--- config.mk ---
export PLATFORM = sky130hd
export DESIGN_NAME = arith_option_cycle_sequencer
export DESIGN_NICKNAME = d
export VERILOG_FILES = /design/src/rtl/arith_option_pkg.sv /design/src/rtl/arith_option_cycle_sequencer.sv /design/src/rtl/step_counter.sv
export SDC_FILE = /design/constraint.sdc
export NUM_CORES = 1
export LEC_CHECK = 0
export ABC_AREA = 0
export BUFFER_PORTS_ARGS = -buffer_cell sky130_fd_sc_hd__buf_2
export CAP_MARGIN = 25
export CORE_MARGIN = 4
export CORE_UTILIZATION = 54
export DETAILED_ROUTE_END_ITERATION = 7
export GPL_TIMING_DRIVEN = 0
export PLACE_DENSITY = 0.84
export RECOVER_POWER = 100
export SYNTH_ARGS = -nofsm -noshare
export SYNTH_HDL_FRONTEND = slang
export SYNTH_HIERARCHICAL = 1
export SYNTH_SLANG_ARGS = --single-unit
--- constraint.sdc ---
create_clock -name clk_i -period 3.2 [get_ports clk_i]
set_input_delay 0.32 -clock clk_i [delete_from_list [all_inputs] [get_ports clk_i]]
set_output_delay 0.32 -clock clk_i [all_outputs]
set_load 0.05 [all_outputs]
--- src/rtl/arith_option_pkg.sv ---
// shared constants and types for the arithmetic option sequencer
// assumes an 18-bit instruction word whose bit 0 (most significant) sits at bit 17
package arith_option_pkg;

  // ************************************************************
  // instruction word layout
  // ************************************************************
  localparam int WORD_W = 18;
  localparam int OPCODE_W = 4;
  localparam int OPCODE_LSB = 14; // instruction bits 0-3
  localparam int FUNC_W = 3;
  localparam int FUNC_LSB = 6; // instruction bits 9-11
  localparam int COUNT_W = 6;
  localparam int COUNT_LSB = 0; // instruction bits 12-17

  // ************************************************************
  // codes
  // ************************************************************
  localparam logic [OPCODE_W-1:0] OPTION_OPCODE = 4'hd; // arbitrary
  localparam logic [OPCODE_W-1:0] DEPOSIT_ZERO_OPCODE = 4'hc; // octal 14
  localparam logic [FUNC_W-1:0] FUNC_SETUP = 3'h0;
  localparam logic [FUNC_W-1:0] FUNC_MUL = 3'h1;
  localparam logic [FUNC_W-1:0] FUNC_DIV = 3'h3;
  localparam logic [FUNC_W-1:0] FUNC_NORM = 3'h4;
  localparam logic [FUNC_W-1:0] FUNC_LONG_RIGHT = 3'h5;
  localparam logic [FUNC_W-1:0] FUNC_LONG_LEFT = 3'h6;
  localparam logic [FUNC_W-1:0] FUNC_ACC_LEFT = 3'h7;

  // ************************************************************
  // reset values
  // ************************************************************
  localparam logic [COUNT_W-1:0] STEP_COUNT_RESET = 6'h00;
  localparam logic [FUNC_W-1:0] FUNC_RESET = 3'h0;

  typedef enum logic [2:0] {
    ST_IDLE, ST_HYBRID, ST_WBACK, ST_ENTRY, ST_MD_ADD, ST_MD_SHIFT, ST_SHIFT, ST_END
  } seq_state_t;

endpackage

--- src/rtl/arith_option_cycle_sequencer.sv ---
// sequencer linking the arithmetic option to the processor timing chain
// assumes timing pulses t1..t3, fetch level and write-back strobe come from same-clock logic
`timescale 1ns/1ps
module arith_option_cycle_sequencer (
  input wire logic clk_i,
  input wire logic reset_n_i,
  input wire logic clk_en_i,
  input wire logic t1_i,
  input wire logic t2_i,
  input wire logic t3_i,
  input wire logic fetch_cycle_i,
  input wire logic [arith_option_pkg::WORD_W-1:0] instr_i,
  input wire logic write_back_done_i,
  input wire logic norm_done_i,
  output logic start_arithmetic_pulse_o,
  output logic instruction_register_load_o,
  output logic [arith_option_pkg::OPCODE_W-1:0] deposit_zero_opcode_o,
  output logic halt_timing_level_o,
  output logic resume_timing_pulse_o,
  output logic addsub_step_o,
  output logic shift_step_o,
  output logic busy_o,
  output logic [arith_option_pkg::FUNC_W-1:0] func_o
);
  import arith_option_pkg::*;

  typedef struct packed {
    seq_state_t state;
    logic [FUNC_W-1:0] func;
    logic start;
    logic load_instr;
    logic [OPCODE_W-1:0] opcode;
    logic halt;
    logic resume;
    logic addsub;
    logic shift;
    logic busy;
    logic [1:0] seen; // hybrid t1 and t2 already seen
  } seq_reg_t;

  seq_reg_t r;
  seq_reg_t next_r;
  logic [OPCODE_W-1:0] instr_opcode;
  logic [FUNC_W-1:0] instr_func;
  logic [COUNT_W-1:0] instr_count;
  logic option_fetch;
  logic needs_arg;
  logic step_load;
  logic step_advance;
  logic [COUNT_W-1:0] step_count;
  logic step_last;
  logic step_overflow;

  // ************************************************************
  // instruction decode
  // ************************************************************
  assign instr_opcode = instr_i[OPCODE_LSB +: OPCODE_W];
  assign instr_func = instr_i[FUNC_LSB +: FUNC_W];
  assign instr_count = instr_i[COUNT_LSB +: COUNT_W];
  // option word seen at T3 of a fetch cycle while idle
  assign option_fetch = (r.state == ST_IDLE) && fetch_cycle_i && t3_i &&
                        (instr_opcode == OPTION_OPCODE);
  assign needs_arg = (instr_func == FUNC_MUL) || (instr_func == FUNC_DIV);
  // step count loaded as its negative so n steps reach overflow
  assign step_load = option_fetch && (instr_func != FUNC_SETUP);
  assign step_advance = next_r.shift;

  step_counter #(
    .W(COUNT_W)
  ) u_step_counter (
    .clk_i(clk_i),
    .reset_n_i(reset_n_i),
    .clk_en_i(clk_en_i),
    .load_i(step_load),
    .value_i(COUNT_W'(~instr_count + 6'h01)),
    .step_i(step_advance),
    .count_o(step_count),
    .last_o(step_last),
    .overflow_o(step_overflow)
  );

  // ************************************************************
  // sequence control
  // ************************************************************
  // pulses default low each cycle; halt and busy are held levels
  always_comb begin
    next_r = r;
    next_r.start = 1'b0;
    next_r.load_instr = 1'b0;
    next_r.opcode = '0;
    next_r.resume = 1'b0;
    next_r.addsub = 1'b0;
    next_r.shift = 1'b0;
    unique case (r.state)
      ST_IDLE: begin
        next_r.halt = 1'b0;
        if (option_fetch) begin
          next_r.func = instr_func;
          next_r.seen = 2'h0;
          next_r.busy = 1'b1;
          if (needs_arg) begin
            next_r.state = ST_HYBRID;
          end else begin
            next_r.halt = 1'b1;
            next_r.state = ST_ENTRY;
          end
        end
      end
      ST_HYBRID: begin
        // processor does T1/T2 work itself and reads the next word;
        // t3 counts only once this cycle's t1 and t2 have been seen
        if (t1_i && !fetch_cycle_i) begin
          next_r.seen[0] = 1'b1;
        end
        if (t2_i && !fetch_cycle_i && r.seen[0]) begin
          next_r.seen[1] = 1'b1;
        end
        if (t3_i && !fetch_cycle_i && r.seen[1]) begin
          next_r.start = 1'b1;
          next_r.load_instr = 1'b1;
          next_r.opcode = DEPOSIT_ZERO_OPCODE;
          next_r.state = ST_WBACK;
        end
      end
      ST_WBACK: begin
        if (write_back_done_i) begin
          next_r.halt = 1'b1;
          next_r.state = ST_ENTRY;
        end
      end
      ST_ENTRY: begin
        // branch point of the start/end sequence
        unique case (r.func)
          FUNC_MUL, FUNC_DIV: next_r.state = ST_MD_ADD;
          FUNC_NORM, FUNC_LONG_RIGHT, FUNC_LONG_LEFT, FUNC_ACC_LEFT: begin
            next_r.state = ST_SHIFT;
          end
          default: next_r.state = ST_END;
        endcase
      end
      ST_MD_ADD: begin
        next_r.addsub = 1'b1;
        next_r.state = ST_MD_SHIFT;
      end
      ST_MD_SHIFT: begin
        next_r.shift = 1'b1;
        next_r.state = step_last ? ST_END : ST_MD_ADD;
      end
      ST_SHIFT: begin
        if ((r.func == FUNC_NORM) && norm_done_i) begin
          next_r.state = ST_END;
        end else begin
          next_r.shift = 1'b1;
          if (step_last) begin
            next_r.state = ST_END;
          end
        end
      end
      ST_END: begin
        next_r.resume = 1'b1;
        next_r.busy = 1'b0;
        next_r.state = ST_IDLE;
      end
    endcase
  end

  always_ff @(posedge clk_i or negedge reset_n_i) begin
    if (!reset_n_i) begin
      r.state <= ST_IDLE;
      r.func <= FUNC_RESET;
      r.start <= 1'b0;
      r.load_instr <= 1'b0;
      r.opcode <= '0;
      r.halt <= 1'b0;
      r.resume <= 1'b0;
      r.addsub <= 1'b0;
      r.shift <= 1'b0;
      r.busy <= 1'b0;
      r.seen <= 2'h0;
    end else if (clk_en_i) begin
      r <= next_r;
    end
  end

  // outputs straight from the state register
  assign start_arithmetic_pulse_o = r.start;
  assign instruction_register_load_o = r.load_instr;
  assign deposit_zero_opcode_o = r.opcode;
  assign halt_timing_level_o = r.halt;
  assign resume_timing_pulse_o = r.resume;
  assign addsub_step_o = r.addsub;
  assign shift_step_o = r.shift;
  assign busy_o = r.busy;
  assign func_o = r.func;
endmodule

--- src/rtl/step_counter.sv ---
// step counter: counts operation steps up from a loaded start value
// assumes load and step come from logic on the same clock
`timescale 1ns/1ps
module step_counter #(
  parameter int W = 6
) (
  input wire logic clk_i,
  input wire logic reset_n_i,
  input wire logic clk_en_i,
  input wire logic load_i,
  input wire logic [W-1:0] value_i,
  input wire logic step_i,
  output logic [W-1:0] count_o,
  output logic last_o,
  output logic overflow_o
);
  import arith_option_pkg::*;

  typedef struct packed {
    logic [W-1:0] count;
  } step_reg_t;

  step_reg_t r;
  step_reg_t next_r;

  // ************************************************************
  // counting
  // ************************************************************
  // load wins over step; the counter wraps to zero on overflow
  always_comb begin
    next_r = r;
    if (load_i) begin
      next_r.count = value_i;
    end else if (step_i) begin
      next_r.count = r.count + {{(W-1){1'b0}}, 1'b1};
    end
  end

  always_ff @(posedge clk_i or negedge reset_n_i) begin
    if (!reset_n_i) begin
      r.count <= W'(STEP_COUNT_RESET);
    end else if (clk_en_i) begin
      r <= next_r;
    end
  end

  // overflow is the step that carries out of the top bit
  assign count_o = r.count;
  assign last_o = &r.count;
  assign overflow_o = step_i & (&r.count);
endmodule

==> results of run 1 <==
-- per-stage QoR --
stage,util (%),worst slack (ns)
after floorplan,-,1.43
after global placement,67.0,1.32
after detailed placement,67.0,1.32
after CTS,69.0,1.30
after global routing,67.2,0.690
final,67.2,0.805
-- flip-flops by register name, indices dropped and copies added (netlist names) --
name / flops
addsub_step_o: 1
resume_timing_pulse_o: 1
shift_step_o: 1
halt_timing_level_o: 1
deposit_zero_opcode_o: 1
u_step_counter/count_o: 6
r: 5
busy_o: 1
func_o: 3
-- cells in the final DEF, fill, tap and decap left out, types with 3 or more instances in the layout --
master / count
buf_2: 23
nand4_1: 4
nand3_1: 4
xnor2_1: 3
nor2b_1: 3
o22ai_1: 6
and3_1: 3
nand2_1: 13
o21ai_0: 4
a21oi_1: 7
dfrtp_1: 20
buf_4: 8
clkbuf_4: 3
nor2_1: 8
inv_1: 8
nor3_1: 3
clkbuf_1: 16
mux2_2: 4
-- power by group through the flow --
stage	Sequential (mW)	Combinational [mW]	Clock (mW)
2_1_floorplan	0.428	0.304	0
4_1_cts	0.367	0.466	0.150
3_3_place_gp	0.369	0.452	0
3_5_place_dp	0.372	0.464	0
5_1_grt	0.375	0.484	0.160
6_report	0.365	0.443	0.144
-- per-layer routing --
| metal | track usage (%) | wire, µm | vias up |
|---|---|---|---|
| met4 | 4.97 | 21 | 0 |
| met2 | 31.2 | 1360 | 23 |
| li1 | - | - | 581 |
| met3 | 2.04 | 106 | 2 |
| met1 | 24.5 | 1360 | 557 |
| met5 | 0 | 0 | - |
-- worst max-delay path, stage by stage, from the launching register on --
cell and delay, ns:
dfrtp_1 0.39, clkbuf_1 0.21, nor3_1 0.63, o311a_1 0.28, clkbuf_1 0.31, nand2_1 0.20
o22ai_1 0.21, a21oi_1 0.06
-- worst max-delay path by stage --
stage / to / cells after the start / from / slack, ns
3_3_place_gp: r[16]$_DFFE_PN0P_ / 6 / u_step_counter/count_o[0]$_DFFE_PN0P_ / 1.32
6_report: u_step_counter/count_o[3]$_DFFE_PN0P_ / 7 / r[17]$_DFFE_PN0P_ / 0.80
3_5_place_dp: r[16]$_DFFE_PN0P_ / 6 / u_step_counter/count_o[3]$_DFFE_PN0P_ / 1.32
4_1_cts: r[16]$_DFFE_PN0P_ / 6 / u_step_counter/count_o[3]$_DFFE_PN0P_ / 1.30
2_1_floorplan: r[16]$_DFFE_PN0P_ / 6 / u_step_counter/count_o[0]$_DFFE_PN0P_ / 1.43
5_1_grt: u_step_counter/count_o[3]$_DFFE_PN0P_ / 7 / r[17]$_DFFE_PN0P_ / 0.69
-- area by class of cell --
class / count / area, µm²
fill: 199 / 739
multi-input combinational: 100 / 657
sequential: 20 / 500
timing repair buffer: 34 / 159
buffer: 15 / 97.6
clock buffer: 4 / 36.3
tap: 28 / 35.0
inverter: 8 / 30.0
==> results.sh, run 1 <==
export IMPL_status="complete, no violations"
export IMPL_final_cells=209
export IMPL_die_w_um=57.2
export IMPL_slew_headroom_pct=30.4
export IMPL_vias=1163
export IMPL_synth_area_um2=1310
export IMPL_initial_core_util_pct=57.9
export IMPL_internal_power_mw=0.553
export IMPL_min_path_type="in -> reg"
export IMPL_power_density_nw_per_um2=628
export IMPL_p_leak_nw=0.699
export IMPL_clk_transition_reported_paths_ns=0.11
export IMPL_setup_viol=0
export IMPL_syn_to_final_growth_pct=16.0
export IMPL_design_area_um2=1520
export IMPL_ctsResizeCount=0
export IMPL_core_um2=2250
export IMPL_tritoncts="done"
export IMPL_power_frac_seq_pct=38.3
export IMPL_postCtsHoldBufs=1
export IMPL_dieArea_um2=3270
export IMPL_place_congestion=0.867
export IMPL_ant_nets=0
export IMPL_diodes=0
export IMPL_grt_overflow_total=0
export IMPL_clkLatencyLatePin_ns=0.29
export IMPL_power_switching_mw=0.398
export IMPL_via_per_inst=5.56
export IMPL_finalWirelength_um=2840
export IMPL_rows=17
export IMPL_rsz0062_at_grt="no"
export IMPL_wl_per_cell_um=13.6
export IMPL_synth_cells=142
export IMPL_worst_pin_slew_ns=1.04
export IMPL_clk_path_buf_depth=2
export IMPL_timing_rr_start="r[17]$_DFFE_PN0P_"
export IMPL_switching_share_pct=41.9
export IMPL_htree_levels=1
export IMPL_syn_area_per_cell_um2=9.20
export IMPL_cp_end_kind="flip-flop"
export IMPL_place_inst=204
export IMPL_fp_dieH_um=57.2
export IMPL_firstDrtPassIters=4
export IMPL_dp_final_hpwl_um=2240
export IMPL_fmax_mhz=417
export IMPL_finalCriticalPeriod_ns=2.40
export IMPL_clock_sinks=20
export IMPL_io_buffers=33
export IMPL_cp_arrival_ns=2.58
export IMPL_reg2reg_depth=7
export IMPL_postCtsSetupBuffers=0
export IMPL_power_frac_clock_pct=15.1
export IMPL_ioPinCount=41
export IMPL_fin_setup_tns_ns=0
export IMPL_min_from="t1_i"
export IMPL_grt_max_degree=21
export IMPL_finalHoldViolations=0
export IMPL_min_path_cells=3
export IMPL_yosys_warnings=6
export IMPL_combPwrFrac_pct=46.5
export IMPL_cts_buffers=3
export IMPL_place_area_um2=1510
export IMPL_grt_pass1_wl_um=4780
export IMPL_cp_max_fo=10
export IMPL_criticalPathCategory="reg -> reg"
export IMPL_crit_required_ns=3.38
export IMPL_nets=211
export IMPL_first_global_vias=1123
export IMPL_maxCapViolCount=0
export IMPL_skew_ns=0.00579
export IMPL_rrSetupSlack_ns=0.80
export IMPL_grt_usage_pct=18.2
export IMPL_hold_path_endpoint="r[0]$_DFFE_PN0P_"
export IMPL_slew_viol_final=0
export IMPL_cts_root_buffer="clkbuf_4"
export IMPL_drive_gt1_share_pct=24.3
export IMPL_ir_drop_mv=0.477
export IMPL_finalPower_mw=0.951
export IMPL_start_kind="flip-flop"
export IMPL_timing_final_crit_share_pct=74.9
export IMPL_post_route_drc_count=0
export IMPL_whs_ns=0.265
export IMPL_first_iter_violations=33
export IMPL_timing_rr_end="u_step_counter/count_o[3]$_DFFE_PN0P_"
export IMPL_antenna_found_initial=0
(Power assumes the default switching activity.)
==> run 2: changes to the inputs <==
Settings changed: CORE_UTILIZATION 54 to 45, PLACE_DENSITY 0.84 to 0.74.
Clock period 3.2 ns to 1.9 ns, I/O delays scaled along.
==> run 2 against run 1 <==
Against the previous run:
- register-to-register slack worse by 0.75 ns
- global-route usage fell by 1.2 points
- non-clock buffer count rose by 3
- sequential share of layout area fell by 1.2 points
- routed wire length grew 4.4%
- first-iteration DRC count up 3.0%
- flip-flop and latch count unchanged
- critical endpoint is now r[16]$_DFFE_PN0P_
==> results.sh, run 2 (synthesized netlist as in run 1, its figures left out) <==
export IMPL_status="complete, no violations"
export IMPL_p_leak_nw=0.724
export IMPL_cp_arrival_ns=2.04
export IMPL_final_util_pct=57.2
export IMPL_dieArea_um2=3830
export IMPL_finalHoldViolations=0
export IMPL_min_path_cells=3
export IMPL_pre_cts_ws_ns=-0.0221
export IMPL_startpoint="u_step_counter/count_o[2]$_DFFE_PN0P_"
export IMPL_min_from="t1_i"
export IMPL_clk_path_buf_depth=2
export IMPL_vias=1198
export IMPL_criticalPathCategory="reg -> reg"
export IMPL_place_inst=207
export IMPL_crit_required_ns=2.09
export IMPL_final_common_cell="buf_2"
export IMPL_fp_dieH_um=61.9
export IMPL_fin_setup_tns_ns=0
export IMPL_power_switching_mw=0.710
export IMPL_htree_levels=1
export IMPL_initial_core_util_pct=47.4
export IMPL_reg2reg_depth=6
export IMPL_power_density_nw_per_um2=1060
export IMPL_final_cells=214
export IMPL_tritoncts="done"
export IMPL_firstDrtPassIters=4
export IMPL_grt_pass1_wl_um=4880
export IMPL_wl_per_cell_um=13.9
export IMPL_grt_max_degree=21
export IMPL_dp_final_hpwl_um=2290
export IMPL_finalCriticalPeriod_ns=1.84
export IMPL_ioPinCount=41
export IMPL_worst_pin_slew_ns=1.09
export IMPL_finalPower_mw=1.67
export IMPL_final_cell_mix="24 x buf_2, 19 x dfrtp_1, 13 x nand2_1, 13 x clkbuf_1, 11 x buf_4"
export IMPL_cp_max_fo=6
export IMPL_cp_end_kind="flip-flop"
export IMPL_fmax_mhz=542
export IMPL_cts_buffers=3
export IMPL_clock_sinks=20
export IMPL_internal_power_mw=0.957
export IMPL_combPwrFrac_pct=50.0
export IMPL_clkLatencyLatePin_ns=0.29
export IMPL_start_kind="flip-flop"
export IMPL_min_path_type="in -> reg"
export IMPL_nets=214
export IMPL_largest_reg_flops=6
export IMPL_clk_transition_reported_paths_ns=0.11
export IMPL_grt_overflow_total=0
export IMPL_cts_root_buffer="clkbuf_4"
export IMPL_diodes=0
export IMPL_setup_viol=0
export IMPL_ir_drop_mv=0.581
export IMPL_slew_viol_final=0
export IMPL_power_frac_seq_pct=38.2
export IMPL_finalWirelength_um=2970
export IMPL_first_iter_violations=34
export IMPL_switching_share_pct=42.6
export IMPL_slew_headroom_pct=27.0
export IMPL_grt_usage_pct=17.0
export IMPL_skew_ns=0.00639
export IMPL_ant_nets=0
export IMPL_syn_to_final_growth_pct=20.7
export IMPL_io_buffers=33
export IMPL_core_um2=2760
export IMPL_maxCapViolCount=0
export IMPL_antenna_found_initial=0
export IMPL_drive_gt1_share_pct=30.6
export IMPL_fin_ws_ns=0.0553
export IMPL_via_per_inst=5.60
export IMPL_timing_final_crit_share_pct=97.1
export IMPL_timing_rr_start="u_step_counter/count_o[2]$_DFFE_PN0P_"
export IMPL_die_w_um=61.9
export IMPL_place_congestion=0.825
export IMPL_first_global_vias=1162
export IMPL_power_frac_clock_pct=11.8
export IMPL_post_route_drc_count=0
export IMPL_rows=19
## run 2: repair_timing
action                                  CTS  global route
hold buffers                              1             0
endpoints found under the setup margin    2             7
setup buffers                             0             3
resized for setup                         2             5
pin swaps                                 0             1
endpoints found under the hold margin    20             0
## run 2: layout make-up
| cell class | instances | area, µm² |
|---|---|---|
| inverter | 8 | 30.0 |
| buffer | 15 | 110 |
| fill | 258 | 1180 |
| multi-input combinational | 100 | 692 |
| sequential | 20 | 502 |
| clock buffer | 3 | 22.5 |
| timing repair buffer | 37 | 181 |
| tap | 31 | 38.8 |
## run 2: layer usage
metal / track usage (%) / vias to the layer above / part of all wire [%]
li1: - / 590 / -
met1: 19.3 / 564 / 41
met2: 30.8 / 38 / 50
met3: 2.89 / 6 / 7.0
met4: 7.88 / 0 / 1.6
met5: 0 / - / 0
## run 2: per-stage QoR
step / hold WS [ns] / instance area [µm²]
6_report: 0.134 / 1580
5_1_grt: 0.127 / 1580
4_1_cts: 0.124 / 1550
3_5_place_dp: 0.171 / 1510
3_3_place_gp: 0.166 / 1510
2_1_floorplan: -0.106 / 1310
## run 2: worst paths after layout
path / to / slack [ns]
max in group asynchronous: r[16]$_DFFE_PN0P_ / 0.58
min in group asynchronous: halt_timing_level_o$_DFFE_PN0P_ / 0.60
worst max register to register: r[16]$_DFFE_PN0P_ / 0.06
worst max-delay path: r[16]$_DFFE_PN0P_ / 0.06
worst min register to register: halt_timing_level_o$_DFFE_PN0P_ / 0.51
worst min-delay path: r[0]$_DFFE_PN0P_ / 0.13
## run 2: power groups by stage
stage	logic [mW]	registers [mW]	clock network [mW]
6_report	0.834	0.637	0.197
3_3_place_gp	0.766	0.623	0
3_5_place_dp	0.786	0.632	0
2_1_floorplan	0.513	0.721	0
4_1_cts	0.800	0.624	0.204
5_1_grt	0.913	0.654	0.225
## run 2: worst max-delay path: stages (launching register included)
cell	delay [ns]
dfrtp_1	0.46
and3_4	0.20
and3_1	0.21
nor4bb_2	0.30
a211oi_2	0.13
o211ai_2	0.12
mux2_4	0.32
==> run 3: changes to the inputs <==
Settings changed: ABC_AREA 0 to 1, BUFFER_PORTS_ARGS -buffer_cell sky130_fd_sc_hd__buf_2 to -buffer_cell sky130_fd_sc_hd__buf_4, CORE_UTILIZATION 45 to 52, PLACE_DENSITY 0.74 to 0.79.
Clock period 1.9 ns to 1.74 ns, I/O delays scaled along.
==> run 3 against run 2 <==
Against the previous run:
- the run now ends with negative setup slack left
- clock power rose by 12%
- clock-buffer cell count unchanged
- critical endpoint is now u_step_counter/count_o[5]$_DFFE_PN0P_
- combinational power rose by 77%
- first-iteration DRC count is 94% higher
- cell count up 37%
- largest cell class unchanged
- via count increased by 20%
- synthesized area grew 16%
- synthesized cell count rose by 51%
==> results.sh, run 3 <==
export IMPL_status="finished, violations left"
export IMPL_violations="negative setup slack"
export IMPL_cp_cell_sequence="buf_6 > inv_6 > nand2_4 > nor3_4 > nand2_2 > a31oi_4 > buf_6 > clkinvlp_4 > nor2_2 > nor2_1 > nand2_1 > nand2_1"
export IMPL_rows=19
export IMPL_dieArea_um2=3840
export IMPL_htree_levels=1
export IMPL_syn_area_per_cell_um2=7.07
export IMPL_antenna_found_initial=0
export IMPL_dp_final_hpwl_um=2440
export IMPL_initial_core_util_pct=54.9
export IMPL_fp_dieH_um=62.0
export IMPL_slew_viol_final=0
export IMPL_timing_final_crit_share_pct=104
export IMPL_slew_headroom_pct=28.5
export IMPL_place_area_um2=1800
export IMPL_first_global_vias=1264
export IMPL_core_um2=2760
export IMPL_vias=1440
export IMPL_criticalPathCategory="reg -> reg"
export IMPL_clkLatencyLatePin_ns=0.30
export IMPL_yosys_warnings=6
export IMPL_synth_cells=214
export IMPL_synth_area_um2=1510
export IMPL_whs_ns=0.153
export IMPL_final_common_cell="nand2_1"
export IMPL_cp_slowest_cell="dfrtp_1"
export IMPL_setup_viol=4
export IMPL_ioPinCount=41
export IMPL_max_stage_delay_ns=0.39
export IMPL_nets=293
export IMPL_via_per_inst=4.91
export IMPL_cp_end_kind="flip-flop"
export IMPL_cts_root_buffer="clkbuf_4"
export IMPL_place_congestion=0.856
export IMPL_power_density_nw_per_um2=1270
export IMPL_use_met2_pct=29.6
export IMPL_min_path_type="in -> reg"
export IMPL_grt_pass1_wl_um=5400
export IMPL_clk_transition_reported_paths_ns=0.11
export IMPL_finalHoldViolations=0
export IMPL_finalWirelength_um=3280
export IMPL_diodes=0
export IMPL_grt_use_met3_pct=1.24
export IMPL_clock_sinks=20
export IMPL_grt_overflow_total=0
export IMPL_die_w_um=62.0
export IMPL_drive_gt1_share_pct=32.1
export IMPL_largest_reg_flops=6
export IMPL_fmax_mhz=550
export IMPL_io_buffers=33
export IMPL_tritoncts="done"
export IMPL_ant_nets=0
export IMPL_grt_busiest_layer="met2"
export IMPL_rsz0062_at_grt="yes"
export IMPL_start_kind="flip-flop"
export IMPL_cp_max_fo=8
export IMPL_post_route_drc_count=0
export IMPL_skew_ns=0.00289
export IMPL_pre_cts_ws_ns=-0.217
export IMPL_worst_pin_slew_ns=1.07
export IMPL_fillers=242
export IMPL_grt_usage_pct=18.4
export IMPL_fin_ws_ns=-0.0772
export IMPL_ir_drop_mv=1.13
export IMPL_finalCriticalPeriod_ns=1.82
export IMPL_firstDrtPassIters=4
export IMPL_grt_max_degree=21
export IMPL_clk_path_buf_depth=2
export IMPL_p_leak_nw=1.08
export IMPL_use_met1_pct=27.0
export IMPL_syn_to_final_growth_pct=28.8
export IMPL_final_util_pct=70.7
export IMPL_cts_buffers=3
export IMPL_finalPower_mw=2.47
export IMPL_maxCapViolCount=0
export IMPL_cp_arrival_ns=2.02
export IMPL_first_iter_violations=66
export IMPL_final_cell_mix="56 x nand2_1, 51 x buf_4, 27 x inv_1, 23 x nor2_1, 19 x dfrtp_1"
export IMPL_wl_per_cell_um=11.2
export IMPL_design_area_um2=1950
export IMPL_crit_required_ns=1.94
run 3: changes by cell type in the layout (fill, tap and decap cells not counted), sizes merged, moves of 3 or more:
cell and delta:
nor2b -3, inv +23, mux2 -5, o22ai -6, o21bai +4, nand2 +50, clkbuf -13, a21oi -4
nor2 +19, o21ai +10, nand3 +13, buf +18, and3 -4
run 3: area by class of cell:
| cell class | count | area (µm²) | area share (%) |
|---|---|---|---|
| multi-input combinational | 150 | 813 | 41.7 |
| buffer | 12 | 105 | 5.39 |
| sequential | 20 | 502 | 25.7 |
| tap | 31 | 38.8 | 1.99 |
| timing repair buffer | 45 | 337 | 17.3 |
| inverter | 32 | 131 | 6.74 |
| clock buffer | 3 | 22.5 | 1.16 |
run 3: final timing paths:
path | from | to | slack, ns | cells after the start
max in group asynchronous | reset_n_i | r[18]$_DFFE_PN0P_ | 0.43 | 2
min in group asynchronous | reset_n_i | func_o[1]$_DFFE_PN0P_ | 0.59 | 2
min | fetch_cycle_i | r[0]$_DFFE_PN0P_ | 0.15 | 4
max | r[16]$_DFFE_PN0P_ | u_step_counter/count_o[5]$_DFFE_PN0P_ | -0.08 | 12
max reg2reg | r[16]$_DFFE_PN0P_ | u_step_counter/count_o[5]$_DFFE_PN0P_ | -0.08 | 12
min reg2reg | shift_step_o$_DFFE_PN0P_ | shift_step_o$_DFFE_PN0P_ | 0.49 | 2
run 3: through the flow:
| stage | setup TNS [ns] | cells |
|---|---|---|
| after CTS | -0.0984 | 290 |
| after global placement | -0.638 | 279 |
| after floorplan | 0 | 215 |
| final | -0.139 | 293 |
| after global routing | -0.676 | 293 |
| after detailed placement | -0.874 | 279 |
run 3: timing repair:
action                                 CTS  global route
setup buffers                            7             4
pin swaps                                4            10
hold buffers                             1             0
setup endpoints to repair                6             6
endpoints found under the hold margin   20             0
resized for setup                        5            10
run 3: power breakdown:
group / internal [mW] / total, mW / switching, mW
Combinational: 0.590 / 1.48 / 0.889
Clock: 0.0807 / 0.220 / 0.139
Sequential: 0.631 / 0.772 / 0.141
run 3: critical path: cells and delay by family (launching register included):
family / cells / cell delay, ns
flip-flops: 1 / 0.39
buffers and inverters: 4 / 0.54
AND/OR/NAND/NOR: 7 / 0.62
AO/OA/AOI/OAI: 1 / 0.17
run 3: routing by layer:
metal  wire length, µm  up-vias
met1              1450      635
met5                 0        -
li1                  -      764
met3               174        2
met2              1640       39
met4                19        0
